==> config.mk <==
export PLATFORM = sky130hd
export DESIGN_NAME = ises_regs
export DESIGN_NICKNAME = d
export VERILOG_FILES = /design/src/ises_pkg.sv /design/src/ises_regs.sv
export VERILOG_INCLUDE_DIRS = /design/src
export SDC_FILE = /design/constraint.sdc
export NUM_CORES = 1
export LEC_CHECK = 0
export BUFFER_PORTS_ARGS = -buffer_cell sky130_fd_sc_hd__clkbuf_2
export CORE_ASPECT_RATIO = 1.4
export CORE_UTILIZATION = 40
export DETAILED_ROUTE_END_ITERATION = 16
export HOLD_SLACK_MARGIN = 0.12
export PLACE_DENSITY = 0.66
export SLEW_MARGIN = 5
export SYNTH_ARGS = -nofsm -noshare
export SYNTH_HDL_FRONTEND = slang
export SYNTH_SLANG_ARGS = --single-unit
==> constraint.sdc <==
create_clock -name clock_in -period 4.3 [get_ports clock_in]
set_input_delay 0.645 -clock clock_in [delete_from_list [all_inputs] [get_ports clock_in]]
set_output_delay 0.645 -clock clock_in [all_outputs]
set_load 0.01 [all_outputs]
==> src/ises_cfg.svh <==
// Bit positions, widths and reset values of the status event flag registers
`ifndef ISES_CFG_SVH
`define ISES_CFG_SVH

`define ISES_STD_W          8
`define ISES_OPR_W          16
`define ISES_MEA_W          16
`define ISES_STD_RST        8'h00
`define ISES_WIDE_RST       16'h0000

// Standard event bit positions
`define ISES_STD_OPC_BIT    0
`define ISES_STD_QRY_BIT    2
`define ISES_STD_BKM_BIT    3
`define ISES_STD_EXE_BIT    4
`define ISES_STD_DEV_BIT    3
`define ISES_STD_USR_BIT    6
`define ISES_STD_PON_BIT    7
`define ISES_STD_USED       8'hDD

// Operation event bit positions
`define ISES_OPR_MEAS_BIT   4
`define ISES_OPR_TRIG_BIT   5
`define ISES_OPR_FILT_BIT   8
`define ISES_OPR_IDLE_BIT   10
`define ISES_OPR_USED       16'h0530

// Measurement event bit positions
`define ISES_MEA_ROF_BIT    0
`define ISES_MEA_LL1_BIT    1
`define ISES_MEA_HL1_BIT    2
`define ISES_MEA_LL2_BIT    3
`define ISES_MEA_HL2_BIT    4
`define ISES_MEA_RAV_BIT    5
`define ISES_MEA_BN_BIT     6
`define ISES_MEA_BAV_BIT    7
`define ISES_MEA_BHF_BIT    8
`define ISES_MEA_BFL_BIT    9
`define ISES_MEA_BWR_BIT    10
`define ISES_MEA_HWL_BIT    11
`define ISES_MEA_BQF_BIT    12
`define ISES_MEA_BTF_BIT    13
`define ISES_MEA_ML_BIT     14
`define ISES_MEA_USED       16'h7FFF

// Buffer count width and least reading count for buffer-available
`define ISES_CNT_W          16
`define ISES_BAV_MIN        16'h0002

`endif

==> src/ises_pkg.sv <==
// Types shared by the status event flag register bank
package ises_pkg;
    typedef logic [15:0] ises_word_t;
    typedef logic [7:0]  ises_byte_t;
endpackage : ises_pkg

==> src/ises_regs.sv <==
// Status event flag registers: standard, operation and measurement event sets
// Overview of operation
// - Three independent register sets; questionable set lives elsewhere, summaries kept separate.
// - Operation-complete bit 0 sets only on completion query with nothing pending.
// - Query-error bit 2 sets when host reads an empty output queue.
// - Backed-memory error bit 3 sets on unresumable scan or lost stored data.
// - Execution-error bit 4 sets when a command fails while executing.
// - Device-dependent errors also set bit 3, shared with backed-memory error.
// - User-request bit 6 sets when the front-panel local key is pressed.
// - Power-on bit 7 sets after power cycle, holds until register read or clear-status.
// - Operation bit 4 sets while a measurement is in progress.
// - Operation bit 5 sets while the trigger layer awaits a trigger.
// - Operation bit 8 sets when filter settled or filter disabled.
// - Operation bit 10 sets while the instrument is idle.
// - Measurement bit 0 sets when a reading exceeds the range.
// - Bits 1 to 4 set on low/high limit one and two reached.
// - Measurement bit 5 sets each time a reading is processed.
// - Bit 6 sets when stored count reaches the programmed notify count.
// - Bit 7 sets when the buffer holds at least two readings.
// - Bit 8 sets at half full, bit 9 at full.
// - Bits 12 and 13 set at quarter and three-quarter fill.
// - Bit 10 sets when a full buffer wraps over stored readings.
// - Bit 11 sets when a reading passes the hardware limit.
// - Bit 14 sets whenever any other limit condition is reached.
// - Every flag latches at one until its register is cleared.
// - Reading a register clears all its bits except those set again in the same cycle.
// - Summary output is OR of flags ANDed with enables.
// - Enables reset to zero at power-up and preset; clear-status leaves them.
`include "ises_cfg.svh"

module ises_regs (
    input  wire logic                      clock_in,
    input  wire logic                      nrst_in,
    // Instrument conditions, synchronous one-cycle events or levels
    input  wire logic                      opc_query_in,
    input  wire logic                      ops_pending_in,
    input  wire logic                      empty_queue_read_in,
    input  wire logic                      err_scan_resume_in,
    input  wire logic                      err_data_lost_in,
    input  wire logic                      err_setup_mismatch_in,
    input  wire logic                      err_module_comm_in,
    input  wire logic                      err_module_unsup_in,
    input  wire logic                      exec_error_in,
    input  wire logic                      local_key_in,
    input  wire logic                      measuring_in,
    input  wire logic                      trig_wait_in,
    input  wire logic                      filter_settled_in,
    input  wire logic                      filter_enabled_in,
    input  wire logic                      idle_in,
    input  wire logic                      reading_done_in,
    input  wire logic                      over_range_in,
    input  wire logic                      low_limit_one_in,
    input  wire logic                      high_limit_one_in,
    input  wire logic                      low_limit_two_in,
    input  wire logic                      high_limit_two_in,
    input  wire logic                      hw_limit_in,
    input  wire logic                      buf_store_in,
    input  wire logic [`ISES_CNT_W-1:0]    buf_count_in,
    input  wire logic [`ISES_CNT_W-1:0]    buf_size_in,
    input  wire logic [`ISES_CNT_W-1:0]    notify_count_in,
    // Host command port
    input  wire logic                      std_read_in,
    input  wire logic                      opr_read_in,
    input  wire logic                      mea_read_in,
    input  wire logic                      clear_status_in,
    input  wire logic                      preset_in,
    input  wire logic                      std_en_wr_in,
    input  wire logic                      opr_en_wr_in,
    input  wire logic                      mea_en_wr_in,
    input  wire logic [15:0]               en_wdata_in,
    output logic      [7:0]                std_rdata_out,
    output logic      [15:0]               opr_rdata_out,
    output logic      [15:0]               mea_rdata_out,
    output logic      [7:0]                std_enable_out,
    output logic      [15:0]               opr_enable_out,
    output logic      [15:0]               mea_enable_out,
    output logic                           std_summary_out,
    output logic                           opr_summary_out,
    output logic                           mea_summary_out
);

    // ****************************************
    // Event sources
    // ****************************************
    ises_pkg::ises_byte_t std_q;
    ises_pkg::ises_byte_t std_d;
    ises_pkg::ises_word_t opr_q;
    ises_pkg::ises_word_t opr_d;
    ises_pkg::ises_word_t mea_q;
    ises_pkg::ises_word_t mea_d;
    ises_pkg::ises_byte_t std_en_q;
    ises_pkg::ises_word_t opr_en_q;
    ises_pkg::ises_word_t mea_en_q;
    ises_pkg::ises_byte_t std_set;
    ises_pkg::ises_word_t opr_set;
    ises_pkg::ises_word_t mea_set;
    logic                 pon_q;
    logic [`ISES_CNT_W-1:0] cnt_prev_q;

    wire logic opc_ev   = opc_query_in & ~ops_pending_in;
    wire logic bkm_ev   = err_scan_resume_in | err_data_lost_in;
    wire logic dev_ev   = bkm_ev | err_setup_mismatch_in | err_module_comm_in
                        | err_module_unsup_in;
    wire logic lim_any  = low_limit_one_in | high_limit_one_in | low_limit_two_in
                        | high_limit_two_in | hw_limit_in;

    // Threshold crossings of the stored reading count
    wire logic [`ISES_CNT_W-1:0] half_lvl  = buf_size_in >> 1;
    wire logic [`ISES_CNT_W-1:0] qtr_lvl   = buf_size_in >> 2;
    wire logic [`ISES_CNT_W+1:0] tq_wide   = ({2'b00, buf_size_in} * 18'h3) >> 2;
    wire logic [`ISES_CNT_W-1:0] tq_lvl    = tq_wide[`ISES_CNT_W-1:0];
    wire logic cnt_move   = buf_count_in != cnt_prev_q;
    wire logic hit_notify = cnt_move && buf_count_in == notify_count_in
                            && notify_count_in != '0;
    wire logic hit_half   = cnt_move && buf_count_in == half_lvl && half_lvl != '0;
    wire logic hit_full   = cnt_move && buf_count_in == buf_size_in && buf_size_in != '0;
    wire logic hit_qtr    = cnt_move && buf_count_in == qtr_lvl && qtr_lvl != '0;
    wire logic hit_tq     = cnt_move && buf_count_in == tq_lvl && tq_lvl != '0;
    wire logic buf_avail  = buf_count_in >= `ISES_BAV_MIN;
    wire logic buf_wrap   = buf_store_in && buf_count_in == buf_size_in
                            && buf_size_in != '0;

    // ****************************************
    // Set vectors
    // ****************************************
    always_comb begin
        std_set = `ISES_STD_RST;
        std_set[`ISES_STD_OPC_BIT] = opc_ev;
        std_set[`ISES_STD_QRY_BIT] = empty_queue_read_in;
        std_set[`ISES_STD_BKM_BIT] = bkm_ev | dev_ev;
        std_set[`ISES_STD_EXE_BIT] = exec_error_in;
        std_set[`ISES_STD_USR_BIT] = local_key_in;
        std_set[`ISES_STD_PON_BIT] = pon_q;
    end

    always_comb begin
        opr_set = `ISES_WIDE_RST;
        opr_set[`ISES_OPR_MEAS_BIT] = measuring_in;
        opr_set[`ISES_OPR_TRIG_BIT] = trig_wait_in;
        opr_set[`ISES_OPR_FILT_BIT] = filter_settled_in | ~filter_enabled_in;
        opr_set[`ISES_OPR_IDLE_BIT] = idle_in;
    end

    always_comb begin
        mea_set = `ISES_WIDE_RST;
        mea_set[`ISES_MEA_ROF_BIT] = over_range_in;
        mea_set[`ISES_MEA_LL1_BIT] = low_limit_one_in;
        mea_set[`ISES_MEA_HL1_BIT] = high_limit_one_in;
        mea_set[`ISES_MEA_LL2_BIT] = low_limit_two_in;
        mea_set[`ISES_MEA_HL2_BIT] = high_limit_two_in;
        mea_set[`ISES_MEA_RAV_BIT] = reading_done_in;
        mea_set[`ISES_MEA_BN_BIT]  = hit_notify;
        mea_set[`ISES_MEA_BAV_BIT] = buf_avail;
        mea_set[`ISES_MEA_BHF_BIT] = hit_half;
        mea_set[`ISES_MEA_BFL_BIT] = hit_full;
        mea_set[`ISES_MEA_BWR_BIT] = buf_wrap;
        mea_set[`ISES_MEA_HWL_BIT] = hw_limit_in;
        mea_set[`ISES_MEA_BQF_BIT] = hit_qtr;
        mea_set[`ISES_MEA_BTF_BIT] = hit_tq;
        mea_set[`ISES_MEA_ML_BIT]  = lim_any;
    end

    // ****************************************
    // Latching flags: set wins over read clear
    // ****************************************
    wire logic std_clr = std_read_in | clear_status_in;
    wire logic opr_clr = opr_read_in | clear_status_in;
    wire logic mea_clr = mea_read_in | clear_status_in;

    assign std_d = ((std_clr ? `ISES_STD_RST : std_q) | std_set)
                   & `ISES_STD_USED;
    assign opr_d = ((opr_clr ? `ISES_WIDE_RST : opr_q) | opr_set)
                   & `ISES_OPR_USED;
    assign mea_d = ((mea_clr ? `ISES_WIDE_RST : mea_q) | mea_set)
                   & `ISES_MEA_USED;

    always_ff @(posedge clock_in or negedge nrst_in) begin
        if (!nrst_in) begin
            std_q <= `ISES_STD_RST;
            opr_q <= `ISES_WIDE_RST;
            mea_q <= `ISES_WIDE_RST;
        end else begin
            std_q <= std_d;
            opr_q <= opr_d;
            mea_q <= mea_d;
        end
    end

    // Power-on event pulses once after reset release
    always_ff @(posedge clock_in or negedge nrst_in) begin
        if (!nrst_in) begin
            pon_q      <= 1'b1;
            cnt_prev_q <= '0;
        end else begin
            pon_q      <= 1'b0;
            cnt_prev_q <= buf_count_in;
        end
    end

    // ****************************************
    // Enable registers
    // ****************************************
    always_ff @(posedge clock_in or negedge nrst_in) begin
        if (!nrst_in) begin
            std_en_q <= `ISES_STD_RST;
            opr_en_q <= `ISES_WIDE_RST;
            mea_en_q <= `ISES_WIDE_RST;
        end else if (preset_in) begin
            std_en_q <= `ISES_STD_RST;
            opr_en_q <= `ISES_WIDE_RST;
            mea_en_q <= `ISES_WIDE_RST;
        end else begin
            if (std_en_wr_in) std_en_q <= en_wdata_in[`ISES_STD_W-1:0];
            if (opr_en_wr_in) opr_en_q <= en_wdata_in;
            if (mea_en_wr_in) mea_en_q <= en_wdata_in;
        end
    end

    // ****************************************
    // Outputs
    // ****************************************
    assign std_rdata_out   = std_q;
    assign opr_rdata_out   = opr_q;
    assign mea_rdata_out   = mea_q;
    assign std_enable_out  = std_en_q;
    assign opr_enable_out  = opr_en_q;
    assign mea_enable_out  = mea_en_q;
    assign std_summary_out = |(std_q & std_en_q);
    assign opr_summary_out = |(opr_q & opr_en_q);
    assign mea_summary_out = |(mea_q & mea_en_q);

    // ****************************************
    // Assertions
    // ****************************************
    property p_opc_cause;
        @(posedge clock_in) disable iff (!nrst_in)
        $rose(std_q[`ISES_STD_OPC_BIT]) |-> $past(opc_query_in) && !$past(ops_pending_in);
    endproperty
    a_opc_cause: assert property (p_opc_cause) else $error("opc set without cause");

    property p_qry_set;
        @(posedge clock_in) disable iff (!nrst_in)
        empty_queue_read_in |=> std_q[`ISES_STD_QRY_BIT];
    endproperty
    a_qry_set: assert property (p_qry_set) else $error("query error not set");

    property p_dev_set;
        @(posedge clock_in) disable iff (!nrst_in)
        (err_module_comm_in || err_data_lost_in) |=> std_q[`ISES_STD_BKM_BIT];
    endproperty
    a_dev_set: assert property (p_dev_set) else $error("error bit 3 not set");

    property p_filt;
        @(posedge clock_in) disable iff (!nrst_in)
        !filter_enabled_in |=> opr_q[`ISES_OPR_FILT_BIT];
    endproperty
    a_filt: assert property (p_filt) else $error("filter bit not set");

    property p_latch;
        @(posedge clock_in) disable iff (!nrst_in)
        mea_q[`ISES_MEA_ROF_BIT] && !mea_read_in && !clear_status_in
            |=> mea_q[`ISES_MEA_ROF_BIT];
    endproperty
    a_latch: assert property (p_latch) else $error("flag dropped");

    property p_rdclr;
        @(posedge clock_in) disable iff (!nrst_in)
        opr_read_in && opr_set == '0 |=> opr_q == '0;
    endproperty
    a_rdclr: assert property (p_rdclr) else $error("read did not clear");

    property p_summary;
        @(posedge clock_in) disable iff (!nrst_in)
        mea_q[`ISES_MEA_ROF_BIT] && mea_en_q[`ISES_MEA_ROF_BIT]
            && !mea_read_in && !clear_status_in && !mea_en_wr_in && !preset_in
            |=> mea_summary_out;
    endproperty
    a_summary: assert property (p_summary) else $error("summary wrong");

    property p_preset;
        @(posedge clock_in) disable iff (!nrst_in)
        preset_in |=> opr_en_q == '0 && mea_en_q == '0 && std_en_q == '0;
    endproperty
    a_preset: assert property (p_preset) else $error("preset left enables");

    property p_unused;
        @(posedge clock_in) disable iff (!nrst_in)
        (opr_q & ~`ISES_OPR_USED) == '0 && (mea_q & ~`ISES_MEA_USED) == '0
            && (std_q & ~`ISES_STD_USED) == '0;
    endproperty
    a_unused: assert property (p_unused) else $error("unused bit set");

    property p_ml;
        @(posedge clock_in) disable iff (!nrst_in)
        hw_limit_in |=> mea_q[`ISES_MEA_ML_BIT] && mea_q[`ISES_MEA_HWL_BIT];
    endproperty
    a_ml: assert property (p_ml) else $error("limit flags not set");

    property p_bkm_set;
        @(posedge clock_in) disable iff (!nrst_in)
        err_scan_resume_in |=> std_q[`ISES_STD_BKM_BIT];
    endproperty
    a_bkm_set: assert property (p_bkm_set) else $error("backed memory bit not set");

    property p_exe_set;
        @(posedge clock_in) disable iff (!nrst_in)
        exec_error_in |=> std_q[`ISES_STD_EXE_BIT];
    endproperty
    a_exe_set: assert property (p_exe_set) else $error("execution error not set");

    property p_usr_set;
        @(posedge clock_in) disable iff (!nrst_in)
        local_key_in |=> std_q[`ISES_STD_USR_BIT];
    endproperty
    a_usr_set: assert property (p_usr_set) else $error("user request not set");

    property p_meas_set;
        @(posedge clock_in) disable iff (!nrst_in)
        measuring_in |=> opr_q[`ISES_OPR_MEAS_BIT];
    endproperty
    a_meas_set: assert property (p_meas_set) else $error("measuring bit not set");

    property p_idle_set;
        @(posedge clock_in) disable iff (!nrst_in)
        idle_in |=> opr_q[`ISES_OPR_IDLE_BIT];
    endproperty
    a_idle_set: assert property (p_idle_set) else $error("idle bit not set");

    property p_rof_set;
        @(posedge clock_in) disable iff (!nrst_in)
        over_range_in |=> mea_q[`ISES_MEA_ROF_BIT];
    endproperty
    a_rof_set: assert property (p_rof_set) else $error("overflow bit not set");

    property p_rav_set;
        @(posedge clock_in) disable iff (!nrst_in)
        reading_done_in |=> mea_q[`ISES_MEA_RAV_BIT];
    endproperty
    a_rav_set: assert property (p_rav_set) else $error("reading bit not set");

    property p_full_set;
        @(posedge clock_in) disable iff (!nrst_in)
        $changed(buf_count_in) && buf_count_in == buf_size_in && buf_size_in != '0
            |=> mea_q[`ISES_MEA_BFL_BIT];
    endproperty
    a_full_set: assert property (p_full_set) else $error("full bit not set");

    property p_en_keep;
        @(posedge clock_in) disable iff (!nrst_in)
        clear_status_in && !preset_in && !std_en_wr_in && !opr_en_wr_in && !mea_en_wr_in
            |=> $stable(std_en_q) && $stable(opr_en_q) && $stable(mea_en_q);
    endproperty
    a_en_keep: assert property (p_en_keep) else $error("clear status changed enables");

endmodule : ises_regs

======== Word-level counts from Yosys, hierarchy flattened ========
Cells that the tools add are included.
word-level totals
  memories ................................ 0
  memory bits (writable) .................. 0
  flip-flop bits (word level) ............. 82
  word-level logic and storage cells ...... 70
  bits in read-only memories .............. 0
  latch bits .............................. 0
  output and inout port bits .............. 83
  bits of input ports ..................... 97
cells by class
  multipliers ............................. 1
  reduce and logical (&&, ||, !) cells .... 23
  shift operators ......................... 0
  add/subtract/negate cells ............... 0
  magnitude comparators ................... 1
  div/mod/pow operators ................... 0
  bitwise operators ....................... 22
  eq/ne operators ......................... 6
  mux-type cells .......................... 9
operator list
  operator                                                             number
  nonzero test 16 bit                                                  5
  two-way mux 16 bit                                                   4
  equality test 16 bit                                                 3
  OR reduction 16 bit                                                  2
  two-way mux 8 bit                                                    3
  multiplier 16 x 2 -> 18 bit (second input constant)                  1
  AND 11 x 16 -> 16 bit                                                1
  AND 15 x 16 -> 16 bit                                                1
  equality test 16 x 14 -> 1 bit                                       1
  equality test 16 x 15 -> 1 bit                                       1
  greater-or-equal comparator 16 x 2 -> 1 bit (second input constant)  1
  inequality test 16 bit                                               1
  two-way mux 15 bit                                                   1
  bitwise OR 15 bit                                                    1
  bitwise OR 1 bit                                                     13
  logical AND 1 bit                                                    12
  two-way mux 11 bit                                                   1
  bitwise OR 11 bit                                                    1
  AND 8 bit                                                            1
  bitwise OR 8 bit                                                     1
  OR reduction 8 bit                                                   1
  nonzero test 2 bit                                                   3
  inverter 1 bit                                                       2
  AND 1 bit                                                            1

======== Logic depth before layout (Yosys ltp) ========
Gate-level depths: netlist (run 1).
  depth after elaboration ................. 6
  gate-level depth with buffers ........... 12
  depth with buffers taken out ............ 11

======== Worst setup path after synthesis (run 1) ========
OpenSTA, ideal clock, no wires.
  kind .................................... input to register
  from .................................... in buf_size_in[1]
  to ...................................... reg mea_q[13] (netlist: mea_rdata_out[13])
  path buffers ............................ 0
  data arrival time ....................... 2.934 ns
  path slack .............................. 1.271 ns
  data required time ...................... 4.205 ns
  library setup time ...................... 0.095 ns
  cell stages on the path ................. 11
  path through ............................ inv_1 > fa_1 > nand2b_1 > a21oi_1 > o31ai_2 > xor2_1 > xnor2_1 > or4_1 > nor4_1 > nand4_1 > o31ai_1
on the way
  cells in the longest elaborated chain, start to end .. 5
  elaborated cells between the ends (all ways) .. 6
  those cells by class .................... mul (1); eq/ne (1); bitwise (1); reduce/logical (3)
ends and longest elaborated chain
  what                             RTL line          source
  start, declared                  ises_regs.sv:59   input wire logic [`ISES_CNT_W-1:0] buf_size_in,
  multiplier 16 x 2 -> 18 bit (*)  ises_regs.sv:110  wire logic [`ISES_CNT_W+1:0] tq_wide = ({2'b00, buf_size_in} * 18'h3) >> 2;
  equality test 16 bit             ises_regs.sv:118  wire logic hit_tq = cnt_move && buf_count_in == tq_lvl && tq_lvl != '0;
  logical AND 1 bit                ises_regs.sv:118
  logical AND 1 bit (*)            ises_regs.sv:118
  bitwise OR 15 bit (*)            ises_regs.sv:174  assign mea_d = ((mea_clr ? `ISES_WIDE_RST : mea_q) | mea_set)
  net mea_d[13]                    ises_regs.sv:90   ises_pkg::ises_word_t mea_d;
  end signal, assigned             ises_regs.sv:181  mea_q <= `ISES_WIDE_RST;
  end signal, assigned             ises_regs.sv:185  mea_q <= mea_d;
  end, declared                    ises_regs.sv:89   ises_pkg::ises_word_t mea_q;
Mark *: on every way through the listed nets, which the timed path passes. The rest lies on a longest branch.
A chain may end at the register's enable or synchronous reset.

======== Worst setup path in the final report (run 1) ========
Same ends and word-level chain as after synthesis.

==> run metrics, run 1 <==
fin area 0.00665 mm²; Post-Syn Instances 554; first-pass detailed-route iteration total 5; WL final 16800 µm; I/O pin cnt 180; setup bufs post-CTS 0; RSZ-0062 raised after global routing no; share of layout cells above drive strength 1 26.1%; worst-path cell chain clkbuf_2 -> inv_1 -> fa_1 -> nand2b_1 -> a21oi_1 -> o21ai_0 -> a2111oi_0 -> nand4_1 -> or4_1 -> a21oi_1 -> o31ai_1; most used cell, CP a21oi_1; initial DRC count 155; DIE AREA 0.0141 mm²; skew final 0.00132 ns; global-route wire length before repair 25500 µm; Slew headroom 24.0%; n_diodes 0; crit path buf inv count 2; required time worst endpoint 4.51 ns; WS Path Type in -> reg; routability cong. 0.971; CTS-repair resized insts 0; Sink Count 82; H-Tree Depth 3; via count 4716; Hold WS 0.473 ns; Syn. warnings 0; Main synth FF type dfrtp_1; CTS Root Buffer Type clkbuf_16; CP max stage delay 0.53 ns; Yosys top cell area share 37.3%; PD cells 346 mW/mm²; max-cap viol count 0; reg2reg start cnt_prev_q[11]; Critical Path Start buf_size_in[1]; P_sw 0.633 mW; Post-synth EDFFs 0; clock network power share 40.9%; initial antenna violation count 0; row count 50; Synth area leaders dfrtp_1 (37%), xnor2_1 (8.5%), xor2_1 (8.1%); Worst-Skew Late Latency 0.33 ns; peak fanout along the critical path 7; Total Nets Final 828; GRT Residual Overflow 0; Post-synth ARST share 100%; vias per cell 5.32; multi-input logic area 0.00309 mm²; worst path arrival time 3.46 ns; largest net degree at the start of global routing 83; Leak Pwr 3.28 nW; Synth area leader dfrtp_1; drc violations 0; Reg clk slew, reported paths 0.06 ns; VDD IR-drop max 0.193 mV; Seq. cell area 0.00205 mm²; initial core utilization 40.8%; synth unique cells 55; Hold Fails Final Rpt 0; Hold Crit Class in -> async; outcome finished, final reports clean; cell-internal power 1.66 mW; Seq/Total Area, Yosys 37.8%; vias in the first global route 4825; post-cts hold buffer count 0; Compound-Gate Fraction of Synth Area 10.8%; most frequent cells in the layout clkbuf_2 (163), dfrtp_1 (81), nor2_1 (56), xnor2_1 (53), xor2_1 (50); TritonCTS clock tree built; crit end category register; Sw Ratio 27.6%; Sequential Power Share 36.6%; Max Freq 307 MHz; Syn Area/Cell 9.80 µm²; Gate power share 22.5%; clk buf depth 2; period utilization 75.7%; total CTS buffers 9; mux share of post-synthesis cell area 7.58%; DP Area 0.00627 mm²; # fillers 1261; delay-heaviest family, CP compound AO/OA/AOI/OAI gates; Post-Synth XOR/XNOR Area 16.6%; DPL Wire Length 13300 µm; Slowest-stage cell, CP or4_1; synthesized-area fraction occupied by adder cells 7.28%; synthesis-to-finish area growth 22.4%; number of port buffers 164; fin crit period 3.25 ns; largest family of logic cells by synthesized area XOR/XNOR gates; total negative slack 0 ns; Yosys reg bits 82; DIE WIDTH 100 µm; Worst Tran Pin Value 1.14 ns; Total Routing Usage GR 24.1%; core area 0.0133 mm²; Synth Area in Simple Gates 13.6%; most common cell after layout, fill and taps aside clkbuf_2; DRT antenna net count 0; Die Span Y 140 µm; Startpoint Class input port; mapped cell area 0.00543 mm²; Setup violations, final 0; Wirelength per Cell 19.0 µm; fin. max-slew vios 0
-- metal layers --
metal  up-vias  share of wire (%)  global-route usage (%)
li1       2201                  -                       -
met1      2254                 38                    25.8
met2       212                 52                    44.8
met3        47                5.1                    3.26
met4         2                4.6                    12.8
met5         -               0.11                       0
-- area by class of cell --
| class | instances | share of cell area (%) |
|---|---|---|
| clock buffers | 10 | 3.60 |
| well taps | 182 | 3.43 |
| repair buffers | 164 | 12.4 |
| inverters | 20 | 1.13 |
| clock inverters | 6 | 2.05 |
| multi-input cells | 423 | 46.5 |
| flip-flops and latches | 82 | 30.9 |
-- stage by stage --
step	total power [mW]	util [%]	cells	setup WS [ns]
after detailed placement	1.37	47.1	871	0.725
after CTS	2.31	49.9	887	1.05
final	2.30	49.9	887	1.05
after global routing	2.40	49.9	887	0.774
after floorplan	1.18	-	569	1.27
after global placement	1.36	47.1	871	0.739
-- cell families (layout without fill, tap and decap cells) --
logic type | after synthesis | count (layout)
simple gates | 149 | 149
xor+xnor | 103 | 103
compound gates | 83 | 83
flops | 82 | 82
buf+inv | 64 | 200
mux | 41 | 41
fa+ha+maj | 31 | 31
other cells | 1 | 16
-- cells in the mapped netlist (2+ instances only) --
| library cell | count |
|---|---|
| o21ai_0 | 10 |
| xor2_1 | 50 |
| nor3_1 | 4 |
| or4_1 | 5 |
| buf_6 | 3 |
| a211o_1 | 3 |
| inv_1 | 20 |
| a22o_1 | 5 |
| o21bai_1 | 3 |
| nand3_1 | 5 |
| buf_4 | 15 |
| xnor2_1 | 53 |
| a21o_1 | 16 |
| and2_1 | 5 |
| nor4_1 | 22 |
| o211ai_1 | 2 |
| clkbuf_1 | 15 |
| buf_2 | 10 |
| a22oi_1 | 9 |
| a211oi_1 | 2 |
| nand2_1 | 23 |
| ha_1 | 30 |
| nor2_1 | 56 |
| a21oi_1 | 15 |
| mux2i_1 | 40 |
| o22ai_1 | 2 |
| nand4_1 | 21 |
| dfrtp_1 | 81 |
| o311ai_0 | 3 |
-- registers in the layout, summed over array words and instances, names as in the netlist --
register / cells
opr_enable_out: 16
opr_rdata_out: 4
cnt_prev_q: 16
pon_q: 1
std_rdata_out: 6
mea_enable_out: 16
mea_rdata_out: 15
std_enable_out: 8
-- final timing paths --
path	end	slack, ns	cells past startpoint
setup reg to reg	mea_rdata_out[13]	1.98	8
hold reg to reg	mea_rdata_out[5]	0.51	1
setup / recovery	mea_rdata_out[13]	1.05	11
min in group clock_in	std_rdata_out[2]	0.49	2
max in group asynchronous	opr_enable_out[14]	3.17	1
hold / removal	std_enable_out[2]	0.47	1
-- power by group through the flow --
| stage | Combinational, mW | Sequential, mW | Clock (mW) |
|---|---|---|---|
| final | 0.516 | 0.842 | 0.939 |
| after global routing | 0.563 | 0.846 | 0.986 |
| after CTS | 0.516 | 0.842 | 0.955 |
| after detailed placement | 0.514 | 0.856 | 0 |
| after global placement | 0.507 | 0.854 | 0 |
| after floorplan | 0.313 | 0.864 | 0 |
-- worst reg2reg max path: cells and delay by family, from the launching register on --
| family | cells | cell delay, ns |
|---|---|---|
| AO/OA/AOI/OAI | 1 | 0.25 |
| XOR/XNOR | 1 | 0.17 |
| flip-flops | 1 | 0.38 |
| AND/OR/NAND/NOR | 6 | 1.42 |
Note: power is estimated with default switching activity, not from simulation.
==> run 2, diff against run 1 <==
--- a/config.mk
+++ b/config.mk
@@ -6,12 +6,13 @@
 export SDC_FILE = /design/constraint.sdc
 export NUM_CORES = 1
 export LEC_CHECK = 0
+export ABC_AREA = 1
 export BUFFER_PORTS_ARGS = -buffer_cell sky130_fd_sc_hd__clkbuf_2
 export CORE_ASPECT_RATIO = 1.4
 export CORE_UTILIZATION = 40
 export DETAILED_ROUTE_END_ITERATION = 16
 export HOLD_SLACK_MARGIN = 0.12
-export PLACE_DENSITY = 0.66
+export PLACE_DENSITY = 0.67
 export SLEW_MARGIN = 5
 export SYNTH_ARGS = -nofsm -noshare
 export SYNTH_HDL_FRONTEND = slang
==> constraint.sdc (replaced) <==
create_clock -name clock_in -period 2.7 [get_ports clock_in]
set_input_delay 0.405 -clock clock_in [delete_from_list [all_inputs] [get_ports clock_in]]
set_output_delay 0.405 -clock clock_in [all_outputs]
set_load 0.01 [all_outputs]
==> run 2 against run 1 <==
Against the previous run: clock power rose by 48%; setup slack worse by 0.46 ns; final area is 7.5% higher; combinational power rose by 71%; critical path type unchanged; global-route usage rose by 2.0 points; power is 57% higher; via count grew 23%; non-clock buffer count grew 14.
==> run metrics, run 2 <==
Tot Pwr 3.61 mW; mapped cell area 0.00578 mm²; Reg clk slew, reported paths 0.06 ns; first-pass detailed-route iteration total 5; CTS Root Buffer Type clkbuf_16; Slew headroom 56.6%; Wirelength per Cell 16.8 µm; clock network power share 38.5%; Post-synth ARST share 100%; Sink Count 82; Synth area leader dfrtp_1; outcome finished, final reports clean; fin area 0.00714 mm²; total negative slack 0 ns; dominant cell by count in the synthesized netlist nand2_1; Total Nets Final 1074; Syn. warnings 0; Sw Ratio 30.1%; Hold Crit Class in -> reg; DRT antenna net count 0; initial core utilization 41.3%; TritonCTS clock tree built; via count 5787; GRT Residual Overflow 0; PD cells 506 mW/mm²; required time worst endpoint 2.96 ns; Hold Fails Final Rpt 0; reg2reg path depth 5; Total Routing Usage GR 26.1%; DIE AREA 0.0149 mm²; most used cell, CP nand2_2; number of port buffers 164; placed insts 1119; share of layout cells above drive strength 1 23.2%; worst hold path depth 2; reg2reg start cnt_prev_q[11]; drc violations 0; Main synth FF type dfrtp_1; DIE WIDTH 104 µm; post-cts hold buffer count 1; fin cells 1136; synth unique cells 43; Worst Hold Endpoint std_rdata_out[2]; n_diodes 0; skew final 0.00331 ns; most frequent cells in the layout nand2_1 (235), clkbuf_2 (163), inv_1 (82), dfrtp_1 (81), o21ai_0 (44); row count 51; DPL Wire Length 15900 µm; worst-path cell chain clkbuf_2 -> inv_1 -> ha_1 -> nand2_1 -> nand2_1 -> a21oi_1 -> nand2_2 -> nand2_2 -> nand2_2 -> xor2_1 -> inv_1 -> nor2_1 -> nand3_1 -> o21ai_1; Synth area leaders dfrtp_1 (35%), nand2_1 (15%), ha_1 (6.5%); reg-to-reg slack, setup 1.23 ns; Yosys top cell area share 35.1%; reg2reg end mea_rdata_out[9]; VDD IR-drop max 0.398 mV; setup bufs post-CTS 0; vias in the first global route 5597; Post-Syn Instances 779; WS Path Type in -> reg; peak fanout along the critical path 6; Worst-Skew Late Latency 0.33 ns; Hold WS 0.250 ns; initial DRC count 306; RSZ-0062 raised after global routing no; WL final 19100 µm; Leak Pwr 3.82 nW; Gate power share 24.5%; Setup violations, final 0; Yosys reg bits 82; CTS-repair resized insts 0; Die Span Y 144 µm; core area 0.0140 mm²; CP max stage delay 0.41 ns; fin crit period 2.11 ns; period utilization 78.1%; Syn Area/Cell 7.41 µm²; vias per cell 5.09; max-cap viol count 0; Post-synth EDFFs 0; P_sw 1.09 mW; fin. max-slew vios 0; global-route wire length before repair 29800 µm; H-Tree Depth 3; Seq/Total Area, Yosys 35.6%; I/O pin cnt 180; initial antenna violation count 0; crit end category register; routability cong. 1.06; Max Freq 474 MHz; Startpoint Class input port; Sequential Power Share 37.0%; synth cell count leaders nand2_1 (235), inv_1 (82), dfrtp_1 (81), o21ai_0 (44), nor2_1 (42); synthesis-to-finish area growth 23.7%; largest net degree at the start of global routing 43; Worst Tran Pin Value 0.648 ns; DP Area 0.00679 mm²; total CTS buffers 9; Slowest-stage cell, CP ha_1; worst path arrival time 2.36 ns; most common cell after layout, fill and taps aside nand2_1; hold path startpoint empty_queue_read_in; cell-internal power 2.52 mW; clk buf depth 2
## run 2: how the worst max path moves through the flow
stage	from	end
after floorplan	buf_size_in[15]	mea_rdata_out[13]
after global placement	buf_size_in[10]	mea_rdata_out[13]
after detailed placement	buf_size_in[1]	mea_rdata_out[13]
after CTS	buf_size_in[1]	mea_rdata_out[13]
after global routing	buf_size_in[7]	mea_rdata_out[13]
final	buf_size_in[4]	mea_rdata_out[13]
## run 2: stage by stage
step	util [%]	setup slack [ns]
after floorplan	-	0.724
final	51.1	0.591
after global routing	51.1	0.366
after global placement	48.6	0.272
after CTS	51.1	0.614
after detailed placement	48.6	0.268
## run 2: power groups by stage
| stage | Combinational, mW | Clock (mW) | Sequential, mW |
|---|---|---|---|
| after floorplan | 0.527 | 0 | 1.38 |
| after global placement | 0.873 | 0 | 1.36 |
| after detailed placement | 0.878 | 0 | 1.36 |
| after CTS | 0.883 | 1.42 | 1.34 |
| after global routing | 0.980 | 1.48 | 1.34 |
| final | 0.884 | 1.39 | 1.34 |
## run 2: critical path: cells and delay by family
| family | cells | cell delay [ns] |
|---|---|---|
| xor gates and xnor gates | 1 | 0.13 |
| and+or+nand+nor | 7 | 0.69 |
| AOI/OAI and AO/OA | 2 | 0.41 |
| buffers and inverters | 3 | 0.31 |
| adders and majority gates | 1 | 0.41 |
## run 2: cell type report
cell class	instances	area, µm²
inverter	87	327
multi-input combinational	588	3240
tap	185	231
timing repair buffer	178	943
clock inverter	6	114
fill	1429	6830
clock buffer	10	229
sequential	82	2050
## run 2: routing by layer
layer	wire (µm)	GRT usage [%]	vias to the layer above
li1	-	-	2839
met1	7200	28.3	2647
met2	9970	48.8	253
met3	1090	4.42	48
met4	833	13.7	0
met5	0	0	-
## run 2: cells by family after synthesis
logic type	Yosys count	synth area share, %
buffers and inverters	124	9.25
XOR/XNOR	53	8.04
flip-flops	82	35.6
other	1	0.0649
adder cells (fa/ha/maj)	31	6.85
AND/OR/NAND/NOR	389	29.9
AO/OA/AOI/OAI	99	10.3
==> run 3, diff against run 2 <==
--- a/config.mk
+++ b/config.mk
@@ -12,7 +12,6 @@
 export CORE_UTILIZATION = 40
 export DETAILED_ROUTE_END_ITERATION = 16
 export HOLD_SLACK_MARGIN = 0.12
-export PLACE_DENSITY = 0.67
 export SLEW_MARGIN = 5
 export SYNTH_ARGS = -nofsm -noshare
 export SYNTH_HDL_FRONTEND = slang
==> constraint.sdc (replaced) <==
create_clock -name clock_in -period 1.95 [get_ports clock_in]
set_input_delay 0.2925 -clock clock_in [delete_from_list [all_inputs] [get_ports clock_in]]
set_output_delay 0.2925 -clock clock_in [all_outputs]
set_load 0.01 [all_outputs]
==> run 3 against run 2 <==
Against the previous run: die area stayed put; register-to-register slack worse by 0.71 ns; final cell count is 4.8% higher; flip-flop and latch count is the same; sequential share of layout area fell by 1.8 points; clock power up 18%; combinational power is 56% higher; routed wire length fell by 0.34%; critical path type is now reg -> out; critical endpoint is now mea_summary_out.
==> run metrics, run 3 (synthesis gave the netlist of run 2 again) <==
Reg clk slew, reported paths 0.06 ns; post-route setup slack 0.0388 ns; DRT antenna net count 0; vias per cell 4.97; PD cells 638 mW/mm²; Hold Crit Class in -> reg; reg2reg end mea_rdata_out[9]; global-route wire length before repair 29300 µm; number of port buffers 164; cell-internal power 3.34 mW; DIE WIDTH 104 µm; Startpoint Class register; via count 5923; Die Span Y 144 µm; GRT Residual Overflow 0; hold path startpoint exec_error_in; initial DRC count 265; largest net degree at the start of global routing 41; clk buf depth 2; Gate power share 28.3%; total CTS buffers 9; I/O pin cnt 180; WS Path Type reg -> out; row count 51; outcome finished, final reports clean; Max Freq 523 MHz; TritonCTS clock tree built; n_diodes 0; core area 0.0140 mm²; Worst Tran Pin Value 0.541 ns; worst path arrival time 1.62 ns; fin cells 1191; setup bufs post-CTS 0; first-pass detailed-route iteration total 4; drc violations 0; CTS Root Buffer Type clkbuf_16; multi-input logic area 0.00337 mm²; Total Nets Final 1130; most common cell after layout, fill and taps aside nand2_1; crit end category output pin; Hold WS 0.133 ns; vias in the first global route 5672; skew final 0.00567 ns; clock network power share 33.7%; fin crit period 1.91 ns; synthesis-to-finish area growth 32.1%; Setup violations, final 0; pre-CTS WS -0.449 ns; Hold Fails Final Rpt 0; P_sw 1.53 mW; worst hold path depth 2; Sequential Power Share 38.0%; Sw Ratio 31.3%; placed insts 1174; Slew headroom 63.6%; fin. max-slew vios 0; # fillers 1437; period utilization 98.0%; Worst-Skew Late Latency 0.33 ns; initial core utilization 41.3%; reg-to-reg slack, setup 0.52 ns; Sink Count 82; VDD IR-drop max 0.445 mV; Seq. cell area 0.00205 mm²; reg2reg path depth 5; DIE AREA 0.0149 mm²; most frequent cells in the layout nand2_1 (232), clkbuf_2 (163), dfrtp_1 (81), inv_1 (77), buf_4 (68); Total Routing Usage GR 25.7%; reg2reg start cnt_prev_q[12]; H-Tree Depth 3; initial antenna violation count 0; Worst Hold Endpoint std_rdata_out[4]; Leak Pwr 4.06 nW; DPL Wire Length 15900 µm; Wirelength per Cell 16.0 µm; max-cap viol count 0; required time worst endpoint 1.66 ns; WL final 19000 µm; Final Util 54.6%; share of layout cells above drive strength 1 29.6%; peak fanout along the critical path 3; routability cong. 0.980
-- run 3: what timing repair did --
| item | CTS | global route |
|---|---|---|
| gates resized for setup | 2 | 24 |
| endpoints found under the hold margin | 25 | 0 |
| hold buffers | 2 | 0 |
| pin swaps | 0 | 2 |
| endpoints found under the setup margin | 1 | 1 |
-- run 3: layout make-up --
type,count,share of cell area [%]
multi-input cells,588,44.1
clock inverters,5,0.738
flip-flops and latches,82,26.9
inverters,87,4.31
repair buffers,234,17.9
well taps,185,3.03
clock buffers,10,3.00
-- run 3: worst max-delay path, cell delays in order, from the launching register on --
cell	delay [ns]
dfrtp_1	0.42
nand2_1	0.08
nand3_1	0.10
or4_1	0.53
clkbuf_2	0.15
-- run 3: power by group through the flow --
stage	Combinational, mW	Clock [mW]	Sequential, mW
after floorplan	0.730	0	1.90
after global routing	1.53	1.74	1.86
final	1.38	1.64	1.85
after CTS	1.34	1.67	1.85
after global placement	1.33	0	1.88
after detailed placement	1.33	0	1.88
-- run 3: stage by stage --
stage | cell area [µm²] | power [mW] | TNS, ns
after floorplan | 5830 | 2.63 | 0
after global placement | 7200 | 3.21 | -0.488
after detailed placement | 7200 | 3.21 | -0.449
after CTS | 7510 | 4.86 | 0
after global routing | 7630 | 5.13 | -0.00804
final | 7630 | 4.87 | 0
-- run 3: layer usage --
metal | vias up | track usage (%) | part of all wire, %
met3 | 55 | 3.83 | 5.0
met5 | - | 0 | 0
met1 | 2712 | 27.2 | 39
met2 | 209 | 48.4 | 51
li1 | 2947 | - | -
met4 | 0 | 15.2 | 5.2
-- run 3: worst max path at each step --
stage                           start                 to  cells after the start
global placement      buf_size_in[11]  mea_rdata_out[13]                     15
finish              mea_rdata_out[12]    mea_summary_out                      4
CTS                    buf_size_in[1]  mea_rdata_out[13]                     18
floorplan             buf_size_in[15]  mea_rdata_out[13]                     14
detailed placement    buf_size_in[11]  mea_rdata_out[13]                     15
global route           buf_size_in[7]  mea_rdata_out[13]                     16
